### src/hdl/flash_seq_pkg.sv
// constants shared by the flash self-programming sequencer files
// assumes one system clock and an active-high asynchronous reset
package flash_seq_pkg;
    // ------------------------------------------------------------
    // unlock key values
    // ------------------------------------------------------------
    localparam logic [7:0]  KEY_FIRST        = 8'h55;
    localparam logic [7:0]  KEY_SECOND       = 8'haa;
    // ------------------------------------------------------------
    // control register layout
    // ------------------------------------------------------------
    localparam int          CTRL_W           = 16;
    localparam int          CTRL_START_POS   = 15;
    localparam int          CTRL_ERASE_POS   = 0;
    localparam logic [15:0] CTRL_RESET       = 16'h0000;
    // ------------------------------------------------------------
    // address and word layout
    // ------------------------------------------------------------
    localparam int          ADDR_W           = 24;
    localparam int          ADDR_HIGH_W      = 8;
    localparam int          ADDR_LOW_W       = 16;
    localparam int          WORD_W           = 24;
    localparam int          PAIR_ALIGN_BITS  = 2;
    localparam logic [23:0] WORD_STEP        = 24'h000002;
    localparam logic [23:0] ADDR_RESET       = 24'h000000;
    localparam logic [7:0]  ADDR_HIGH_RESET  = 8'h00;
    localparam logic [15:0] ADDR_LOW_RESET   = 16'h0000;
    localparam int          PAGE_ADDR_BITS_D = 11;
endpackage : flash_seq_pkg

### src/hdl/flash_self_program_sequencer.sv
// run-time self-programming sequencer for on-chip program flash
// assumes register write strobes and the flash array share clk_i
//
// What this block does
// - supports one-page erase and two-word program operations
// - stalls the processor while an operation is in progress
// - writing one to control bit 15 launches the chosen operation
// - hardware clears the start bit when the operation completes
// - program writes two adjacent 24-bit words on a pair boundary
// - keys 0x55 then 0xaa back to back unlock one launch
// - the key register is write-only and reads return zero
// - high byte plus low halfword form the 24-bit target address
`timescale 1ns/1ps
module flash_self_program_sequencer
    import flash_seq_pkg::*;
#(
    parameter int PAGE_ADDR_BITS = PAGE_ADDR_BITS_D
)(
    input  wire logic              clk_i,
    input  wire logic              rst_i,
    // register writes from the processor
    input  wire logic              ctrl_wr_i,
    input  wire logic [CTRL_W-1:0] ctrl_wdata_i,
    input  wire logic              key_wr_i,
    input  wire logic [7:0]        key_wdata_i,
    input  wire logic              addr_high_wr_i,
    input  wire logic [7:0]        addr_high_wdata_i,
    input  wire logic              addr_low_wr_i,
    input  wire logic [15:0]       addr_low_wdata_i,
    input  wire logic              other_wr_i,
    input  wire logic [WORD_W-1:0] prog_word0_i,
    input  wire logic [WORD_W-1:0] prog_word1_i,
    // register readback and processor control
    output logic [CTRL_W-1:0]      ctrl_rdata_o,
    output logic [7:0]             key_rdata_o,
    output logic [7:0]             addr_high_rdata_o,
    output logic [15:0]            addr_low_rdata_o,
    output logic                   cpu_stall_o,
    // flash array side
    output logic                   flash_req_o,
    output logic                   flash_erase_o,
    output logic [ADDR_W-1:0]      flash_addr_o,
    output logic [ADDR_W-1:0]      flash_addr2_o,
    output logic [WORD_W-1:0]      flash_data0_o,
    output logic [WORD_W-1:0]      flash_data1_o,
    input  wire logic              flash_done_i
);
    // ------------------------------------------------------------
    // elaboration checks
    // ------------------------------------------------------------
    if (PAGE_ADDR_BITS < PAIR_ALIGN_BITS + 1 || PAGE_ADDR_BITS >= ADDR_W)
    begin : g_bad_page
        $error("page address bits out of range");
    end

    // the two address halves must tile the flash address exactly
    if (ADDR_HIGH_W + ADDR_LOW_W != ADDR_W) begin : g_bad_addr
        $error("address halves do not form the flash address");
    end

    if (CTRL_START_POS >= CTRL_W || CTRL_ERASE_POS >= CTRL_W)
    begin : g_bad_ctrl
        $error("control bit position outside the register");
    end

    // ------------------------------------------------------------
    // state
    // ------------------------------------------------------------
    typedef enum logic [2:0] {
        IDLE   = 3'b001,
        LAUNCH = 3'b010,
        BUSY   = 3'b100
    } seq_state_t;

    typedef struct packed {
        seq_state_t              st;
        logic                    erase;
        logic [ADDR_HIGH_W-1:0]  addr_high;
        logic [ADDR_LOW_W-1:0]   addr_low;
        logic                    req;
        logic                    op_erase;
        logic [ADDR_W-1:0]       addr;
        logic [ADDR_W-1:0]       addr2;
        logic [WORD_W-1:0]       data0;
        logic [WORD_W-1:0]       data1;
    } seq_regs_t;

    seq_regs_t state_reg;
    seq_regs_t state_next;

    logic armed;
    logic start_try;
    logic [ADDR_W-1:0] ea;
    logic stray_wr;
    logic launch_ok;
    logic busy;

    function automatic logic [ADDR_W-1:0] align_down(
        input logic [ADDR_W-1:0] a,
        input int                bits
    );
        logic [ADDR_W-1:0] mask;
        mask = '1;
        mask = mask << bits;
        return a & mask;
    endfunction : align_down

    // ------------------------------------------------------------
    // unlock
    // ------------------------------------------------------------
    assign start_try = ctrl_wr_i && ctrl_wdata_i[CTRL_START_POS];
    // a control write without the start bit counts as stray
    assign stray_wr  = other_wr_i || addr_high_wr_i || addr_low_wr_i ||
                       (ctrl_wr_i && !ctrl_wdata_i[CTRL_START_POS]);

    unlock_detector u_unlock (
        .clk_i      (clk_i),
        .rst_i      (rst_i),
        .key_wr_i   (key_wr_i),
        .key_data_i (key_wdata_i),
        .other_wr_i (stray_wr),
        .consume_i  (start_try),
        .armed_o    (armed)
    );

    // unlock only counts while idle; a start while busy still spends it
    assign launch_ok = start_try && armed && (state_reg.st == IDLE);

    // ------------------------------------------------------------
    // target address
    // ------------------------------------------------------------
    assign ea = {state_reg.addr_high, state_reg.addr_low};

    // ------------------------------------------------------------
    // sequencer
    // ------------------------------------------------------------
    always_comb begin
        state_next     = state_reg;
        state_next.req = 1'b0;
        // settings are frozen while an operation runs
        if (state_reg.st == IDLE) begin
            if (ctrl_wr_i) begin
                state_next.erase = ctrl_wdata_i[CTRL_ERASE_POS];
            end
            if (addr_high_wr_i) begin
                state_next.addr_high = addr_high_wdata_i;
            end
            if (addr_low_wr_i) begin
                state_next.addr_low = addr_low_wdata_i;
            end
        end
        unique case (state_reg.st)
            IDLE: begin
                if (launch_ok) begin
                    state_next.st       = LAUNCH;
                    state_next.req      = 1'b1;
                    state_next.op_erase = ctrl_wdata_i[CTRL_ERASE_POS];
                    if (ctrl_wdata_i[CTRL_ERASE_POS]) begin
                        state_next.addr  = align_down(ea, PAGE_ADDR_BITS);
                        state_next.addr2 = align_down(ea, PAGE_ADDR_BITS);
                    end else begin
                        state_next.addr  = align_down(ea, PAIR_ALIGN_BITS);
                        state_next.addr2 = align_down(ea, PAIR_ALIGN_BITS)
                                           + WORD_STEP;
                    end
                    state_next.data0 = prog_word0_i;
                    state_next.data1 = prog_word1_i;
                end
            end
            LAUNCH: begin
                // an answer before the array saw the request is ignored
                state_next.st = BUSY;
            end
            BUSY: begin
                if (flash_done_i) begin
                    state_next.st = IDLE;
                end
            end
            default: state_next.st = IDLE;
        endcase
    end

    always_ff @(posedge clk_i or posedge rst_i) begin
        if (rst_i) begin
            state_reg.st        <= IDLE;
            state_reg.erase     <= CTRL_RESET[CTRL_ERASE_POS];
            state_reg.addr_high <= ADDR_HIGH_RESET;
            state_reg.addr_low  <= ADDR_LOW_RESET;
            state_reg.req       <= 1'b0;
            state_reg.op_erase  <= 1'b0;
            state_reg.addr      <= ADDR_RESET;
            state_reg.addr2     <= ADDR_RESET;
            state_reg.data0     <= '0;
            state_reg.data1     <= '0;
        end else begin
            state_reg <= state_next;
        end
    end

    // ------------------------------------------------------------
    // outputs
    // ------------------------------------------------------------
    // launch counts as busy so the stall starts with the request
    assign busy = (state_reg.st != IDLE);

    always_comb begin
        ctrl_rdata_o = CTRL_RESET;
        ctrl_rdata_o[CTRL_START_POS] = busy;
        ctrl_rdata_o[CTRL_ERASE_POS] = state_reg.erase;
    end

    // write-only key, nothing stored to read back
    assign key_rdata_o       = '0;
    assign addr_high_rdata_o = state_reg.addr_high;
    assign addr_low_rdata_o  = state_reg.addr_low;
    assign cpu_stall_o       = busy;
    assign flash_req_o       = state_reg.req;
    assign flash_erase_o     = state_reg.op_erase;
    assign flash_addr_o      = state_reg.addr;
    assign flash_addr2_o     = state_reg.addr2;
    assign flash_data0_o     = state_reg.data0;
    assign flash_data1_o     = state_reg.data1;
endmodule : flash_self_program_sequencer

### src/hdl/unlock_detector.sv
// key sequence detector that arms one erase or program launch
// assumes all write strobes are single-cycle pulses on clk_i
`timescale 1ns/1ps
module unlock_detector
    import flash_seq_pkg::*;
(
    input  wire logic       clk_i,
    input  wire logic       rst_i,
    input  wire logic       key_wr_i,
    input  wire logic [7:0] key_data_i,
    input  wire logic       other_wr_i,
    input  wire logic       consume_i,
    output logic            armed_o
);
    // ------------------------------------------------------------
    // state
    // ------------------------------------------------------------
    typedef enum logic [2:0] {
        LOCKED   = 3'b001,
        HALF_KEY = 3'b010,
        ARMED    = 3'b100
    } key_state_t;

    typedef struct packed {
        key_state_t st;
    } unlock_state_t;

    unlock_state_t state_reg;
    unlock_state_t state_next;

    // ------------------------------------------------------------
    // sequence
    // ------------------------------------------------------------
    always_comb begin
        state_next = state_reg;
        unique case (state_reg.st)
            LOCKED: begin
                if (key_wr_i && key_data_i == KEY_FIRST) begin
                    state_next.st = HALF_KEY;
                end
            end
            HALF_KEY: begin
                // second key must be the very next register write
                if (key_wr_i && key_data_i == KEY_SECOND) begin
                    state_next.st = ARMED;
                end else if (key_wr_i && key_data_i == KEY_FIRST) begin
                    state_next.st = HALF_KEY;
                end else if (key_wr_i || other_wr_i || consume_i) begin
                    state_next.st = LOCKED;
                end
            end
            ARMED: begin
                // any start attempt spends the unlock, taken or not
                // a stray write after arming cancels it as well
                if (consume_i || other_wr_i) begin
                    state_next.st = LOCKED;
                end else if (key_wr_i) begin
                    state_next.st = (key_data_i == KEY_FIRST) ?
                                    HALF_KEY : LOCKED;
                end
            end
            default: state_next.st = LOCKED;
        endcase
    end

    always_ff @(posedge clk_i or posedge rst_i) begin
        if (rst_i) begin
            state_reg.st <= LOCKED;
        end else begin
            state_reg <= state_next;
        end
    end

    assign armed_o = (state_reg.st == ARMED);
endmodule : unlock_detector

### config.mk
export PLATFORM = sky130hd
export DESIGN_NAME = flash_self_program_sequencer
export DESIGN_NICKNAME = d
export VERILOG_FILES = /design/src/hdl/flash_seq_pkg.sv /design/src/hdl/flash_self_program_sequencer.sv /design/src/hdl/unlock_detector.sv
export SDC_FILE = /design/constraint.sdc
export NUM_CORES = 1
export LEC_CHECK = 0
export BUFFER_PORTS_ARGS = -buffer_cell sky130_fd_sc_hd__buf_2
export CAP_MARGIN = 10
export CELL_PAD_IN_SITES_DETAIL_PLACEMENT = 0
export CELL_PAD_IN_SITES_GLOBAL_PLACEMENT = 1
export CORE_ASPECT_RATIO = 1.1
export CORE_MARGIN = 5
export CORE_UTILIZATION = 35
export DETAILED_ROUTE_END_ITERATION = 7
export GPL_TIMING_DRIVEN = 0
export PLACE_DENSITY = 0.87
export SLEW_MARGIN = 20
export SYNTH_ARGS = -nofsm -noshare
export SYNTH_HDL_FRONTEND = slang
export SYNTH_SLANG_ARGS = --single-unit
### constraint.sdc
create_clock -name clk_i -period 9.3 [get_ports clk_i]
set_input_delay 2.325 -clock clk_i [delete_from_list [all_inputs] [get_ports clk_i]]
set_output_delay 2.325 -clock clk_i [all_outputs]
set_load 0.02 [all_outputs]
# After elaboration in Yosys (flattened, before gate mapping)
# Cells that the tools add are included.
# W data, S select, Z words.
# word_totals
mem_bits_rw	0
output_inout_bits	147
mem_bits_ro	0
inputBits	104
ff_bits	129
memories	0
latchBits	0
# classes
mux	14
n_bitwise	0
n_addsub	1
mul	0
shifts	0
order_cmp	0
n_div	0
eq_ne	14
n_reduce_logical	19
# ops
operator	count
$mux W98	2
$mux W35	1
$add A24 B2 Y24 const B	1
$mux W3	8
$pmux W3 S3	2
$reduce_and A2 Y1	5
$eq A8 B7 Y1 const B	1
$eq A8 B8 Y1 const B	1
$eq A3 B1 Y1 const B	2
$eq A3 B2 Y1 const B	2
$eq A3 B3 Y1 const B	2
$logic_and A1 B1 Y1	6
$logic_or A1 B1 Y1	6
$ne A2 B2 Y1 const B	2
$ne A4 B1 Y1 const B	1
$ne A3 B1 Y1 const B	1
$ne A3 B2 Y1 const B	1
$reduce_and A3 Y1	1
$mux W2	1
$ne A2 B1 Y1 const B	1
$logic_not A1 Y1	1

# Depth between registers and ports, before layout
# depth
depth_word	9
depth_mapped	6
mapped_depth_nobuf	4

# Modules after synthesis
# From an unflattened synthesis, not the netlist that was laid out.
# hier_totals
hier_cells	416
area_unflattened_um2	5560.3
# modules_own_cells
mod	seq_area_each_um2	n_inst	cells_each	area_per_inst_um2
flash_self_program_sequencer	2528.7	1	381	5257.5
unlock_detector	76.3	1	35	302.8

# Worst setup path after synthesis
# Ideal clock, no wire load.
# synth_timing
path_type	in2reg
from	in ctrl_wr_i
to	reg u_unlock.state_reg[2] in the netlist's numbering
slack_ns	5.791
setup_ns	0.077
path_buffers	0
arrival_time_ns	3.432
stages	3
path_cell_list	or4_4 -> or4b_1 -> a21oi_1
# synth_via
elab_chain_cells	6
elab_cells_between_ends	11
cone_classes	eq/ne (2); mux (2); reduce/logical (7)
# synth_lines
element	line_no	rtl
from (decl)	flash_self_program_sequencer.sv:22	input wire logic ctrl_wr_i,
$logic_and A1 B1 Y1	flash_self_program_sequencer.sv:114	(ctrl_wr_i && !ctrl_wdata_i[CTRL_START_POS]);
$logic_or A1 B1 Y1	flash_self_program_sequencer.sv:113	assign stray_wr = other_wr_i || addr_high_wr_i || addr_low_wr_i ||
$logic_or A1 B1 Y1 (2 in a row)	unlock_detector.sv:48	end else if (key_wr_i || other_wr_i || consume_i) begin
$ne A4 B1 Y1 (no line)	--	
$reduce_and A3 Y1 (no line)	--	
to (signal assigned)	unlock_detector.sv:70	state_reg <= state_next;
to (decl)	unlock_detector.sv:28	unlock_state_t state_reg;
# Several ways; a longest one is shown, not always the timed one.
# A chain may end at the register's enable or synchronous reset.

# Worst setup path after layout
# layout_timing
from	reg state_reg[123] in the netlist's numbering
to	out ctrl_rdata_o[15]
# layout_via
elab_chain_cells	1
# layout_lines
element	line_no	rtl
from (decl)	flash_self_program_sequencer.sv:88	seq_regs_t state_reg;
from (signal assigned)	flash_self_program_sequencer.sv:196	state_reg <= state_next;
$ne A3 B1 Y1	flash_self_program_sequencer.sv:204	assign busy = (state_reg.st != IDLE);
to (decl)	flash_self_program_sequencer.sv:34	output logic [CTRL_W-1:0] ctrl_rdata_o,
# Every way passes these cells.

==> flow_metrics.env <==
export IMPL_cts_resized=0
export IMPL_vias=3560
export IMPL_slew_viol_final=0
export IMPL_dr_pass1_iters=4
export IMPL_ys_warnings_count=0
export IMPL_clock_latency_ns=0.34
export IMPL_drt_antenna_violating_nets=0
export IMPL_synth_avg_cell_area_um2=12.38
export IMPL_fp_dieArea_um2=17470
export IMPL_fp_dieW_um=126.5
export IMPL_antenna_found_initial=0
export IMPL_drtIter0Drc=82
export IMPL_drv_cap=0
export IMPL_run_status="finished clean"
export IMPL_clkTransAtPathRegs_ns=0.07
export IMPL_postLayoutSetupSlackWorst_ns=5.373
export IMPL_fin_skew_ns=0.004964
export IMPL_areaGrowthSynthToFinish_pct=33.48
export IMPL_grt_pass1_vias=3796
export IMPL_grt_max_degree=62
export IMPL_cts_htree_levels=3
export IMPL_cts_path_max_buffers=2
export IMPL_dp_cells=850
export IMPL_grt_pass1_wl_um=18890
export IMPL_final_cell_mix="buf_2, buf_4, dfrtp_1, mux2_2, conb_1"
export IMPL_coreArea_um2=14560
export IMPL_tns_ns=0
export IMPL_crit_arrival_ns=1.60
export IMPL_end_kind="primary output"
export IMPL_fmax_ghz=0.2547
export IMPL_clock_sinks=104
export IMPL_multi_input_area_um2=1479
export IMPL_portBuffers=211
export IMPL_vdd_drop_max_v=0.00008076
export IMPL_gp_congestion=0.7779
export IMPL_wl_um=11650
export IMPL_hold_depth=1
export IMPL_period_share_pct=42.22
export IMPL_grt_use_total_pct=13.23
export IMPL_post_dp_cell_area_um2=6644
export IMPL_synthCells=422
export IMPL_r2r_slack_ns=7.20
export IMPL_drive_gt1_share_pct=71.51
export IMPL_synth_cell_type_count=35
export IMPL_synth_area_um2=5225
export IMPL_regArea_um2=2605
export IMPL_fp_row_count=46
export IMPL_drc=0
export IMPL_hold_class="reg2reg"
export IMPL_rsz0062_at_grt="false"
export IMPL_min_to="flash_data0_o[11]"
export IMPL_hold_viol=0
export IMPL_cp_required_ns=6.98
export IMPL_reg2reg_to="addr_low_rdata_o[5]"
export IMPL_io_pins=251
export IMPL_ys_ff_latch=104
export IMPL_root_buffer="clkbuf_16"
export IMPL_via_per_inst=4.111
export IMPL_fin_crit_ns=3.927
export IMPL_diodes=0
export IMPL_die_y_um=138.1
export IMPL_post_dp_hpwl_um=9482
export IMPL_nFillCells=1355
export IMPL_fin_cells=866
export IMPL_reg2reg_from="state_reg[123]"
export IMPL_cts_buffers=9
export IMPL_avgRoutedWirePerCell_um=13.45
export IMPL_postCtsSetupBuffers=0
export IMPL_startpoint_type="register"
export IMPL_final_common_cell="buf_2"
export IMPL_holdCritStartpoint="flash_data0_o[11]"
export IMPL_p_leak_nw=3.977
export IMPL_initial_core_util_pct=35.88
export IMPL_setup_violations=0
export IMPL_critPathKind="reg2out"
export IMPL_cts_tree="built"
export IMPL_grt_ovfl_total=0
export IMPL_p_per_area_nw_per_um2=142.5
export IMPL_fin_nets=773
export IMPL_final_util_pct=47.89
export IMPL_reg2reg_depth=5
export IMPL_ctsHoldBuffers=0
export IMPL_ys_seq_area_share_pct=49.86
export IMPL_fin_area_um2=6974
export IMPL_preCtsSetupSlack_ns=5.573
export IMPL_cp_max_fo=6
## metal layers
| layer | up-vias | global-route usage, % | routed length [um] | share of wire [%] |
|---|---|---|---|---|
| li1 | 1731 | - | - | - |
| met1 | 1695 | 15.15 | 4451 | 38 |
| met2 | 120 | 24.30 | 6267 | 54 |
| met3 | 14 | 2.581 | 774 | 6.6 |
| met4 | 0 | 4.687 | 156 | 1.3 |
| met5 | - | 0 | 0 | 0 |
## kinds of logic (layout without fill, tap and decap cells)
group | count (synthesis) | in the layout | share of synthesized area [%]
compound gates | 20 | 20 | 2.059
xor+xnor | 1 | 1 | 0.1677
buf+inv | 171 | 399 | 23.56
flops | 104 | 104 | 49.86
mux | 88 | 88 | 18.94
other cells | 1 | 25 | 0.07177
simple gates | 37 | 37 | 5.340
## area by class of cell
cell class	instances	share of cell area (%)
multi-input cells	171	21.21
flip-flops and latches	104	37.35
inverters	14	0.8253
well taps	192	3.445
repair buffers	212	15.54
plain buffers	157	16.90
clock buffers	10	3.427
clock inverters	6	1.310
## report_power, final
group	total (mW)	leakage, nW	switching, mW	internal [mW]
clock	0.409	0.151	0.165	0.244
combinational	0.111	2.48	0.0555	0.0551
sequential	0.474	1.34	0.00949	0.465
total	0.994	3.98	0.230	0.764
## through the flow
stage               hold slack (ns)  total power, mW
floorplan                    0.4794           0.5530
global placement             0.4892           0.5903
detailed placement           0.4959           0.5952
CTS                          0.5118            1.010
global route                 0.5200            1.038
finish                       0.5081           0.9940
## synthesized netlist by cell type
cell type | instances | area (um2)
a21oi_1 | 3 | 15.01
buf_6 | 5 | 56.30
mux2_2 | 87 | 979.7
or4_4 | 1 | 11.26
and3b_2 | 1 | 10.01
and2_1 | 2 | 12.51
or2b_2 | 1 | 8.760
nand4b_1 | 1 | 8.760
or4bb_1 | 2 | 22.52
nor2_1 | 6 | 22.52
nor3b_1 | 1 | 7.510
nor4bb_1 | 1 | 10.01
conb_1 | 1 | 3.750
and4_2 | 2 | 20.02
nor4b_1 | 1 | 8.760
nor3b_2 | 1 | 12.51
nand4_1 | 1 | 6.260
and2b_2 | 1 | 8.760
inv_1 | 14 | 52.55
o21ai_0 | 14 | 70.07
clkbuf_1 | 1 | 3.750
nor4_2 | 1 | 12.51
or4b_1 | 1 | 10.01
mux2i_1 | 1 | 10.01
nor2b_1 | 1 | 6.260
nand3b_1 | 9 | 67.56
buf_2 | 6 | 30.03
a21o_1 | 1 | 7.510
nand2_1 | 2 | 7.510
dfrtp_1 | 102 | 2552
xnor2_1 | 1 | 8.760
o31ai_1 | 2 | 15.01
nor3_1 | 1 | 5.000
dfstp_2 | 2 | 52.55
buf_4 | 145 | 1089
## worst max-delay path, stage by stage (launching register included)
cell	delay, ns
dfstp_2	0.56
nor3b_2	0.32
inv_1	0.10
buf_4	0.14
buf_2	0.15
## worst max path at each step
| stage | from | endpoint | slack, ns | cells past startpoint |
|---|---|---|---|---|
| 2_1_floorplan | rst_i | addr_high_rdata_o[0] | 4.25 | 1 |
| 3_3_place_gp | rst_i | addr_low_rdata_o[8] | 3.09 | 2 |
| 3_5_place_dp | ctrl_wr_i | u_unlock.state_reg[0] | 5.57 | 5 |
| 4_1_cts | state_reg[123] | ctrl_rdata_o[15] | 5.37 | 4 |
| 5_1_grt | state_reg[123] | ctrl_rdata_o[15] | 5.30 | 4 |
| 6_report | state_reg[123] | ctrl_rdata_o[15] | 5.37 | 4 |
Power figures use the tool's default switching activity.
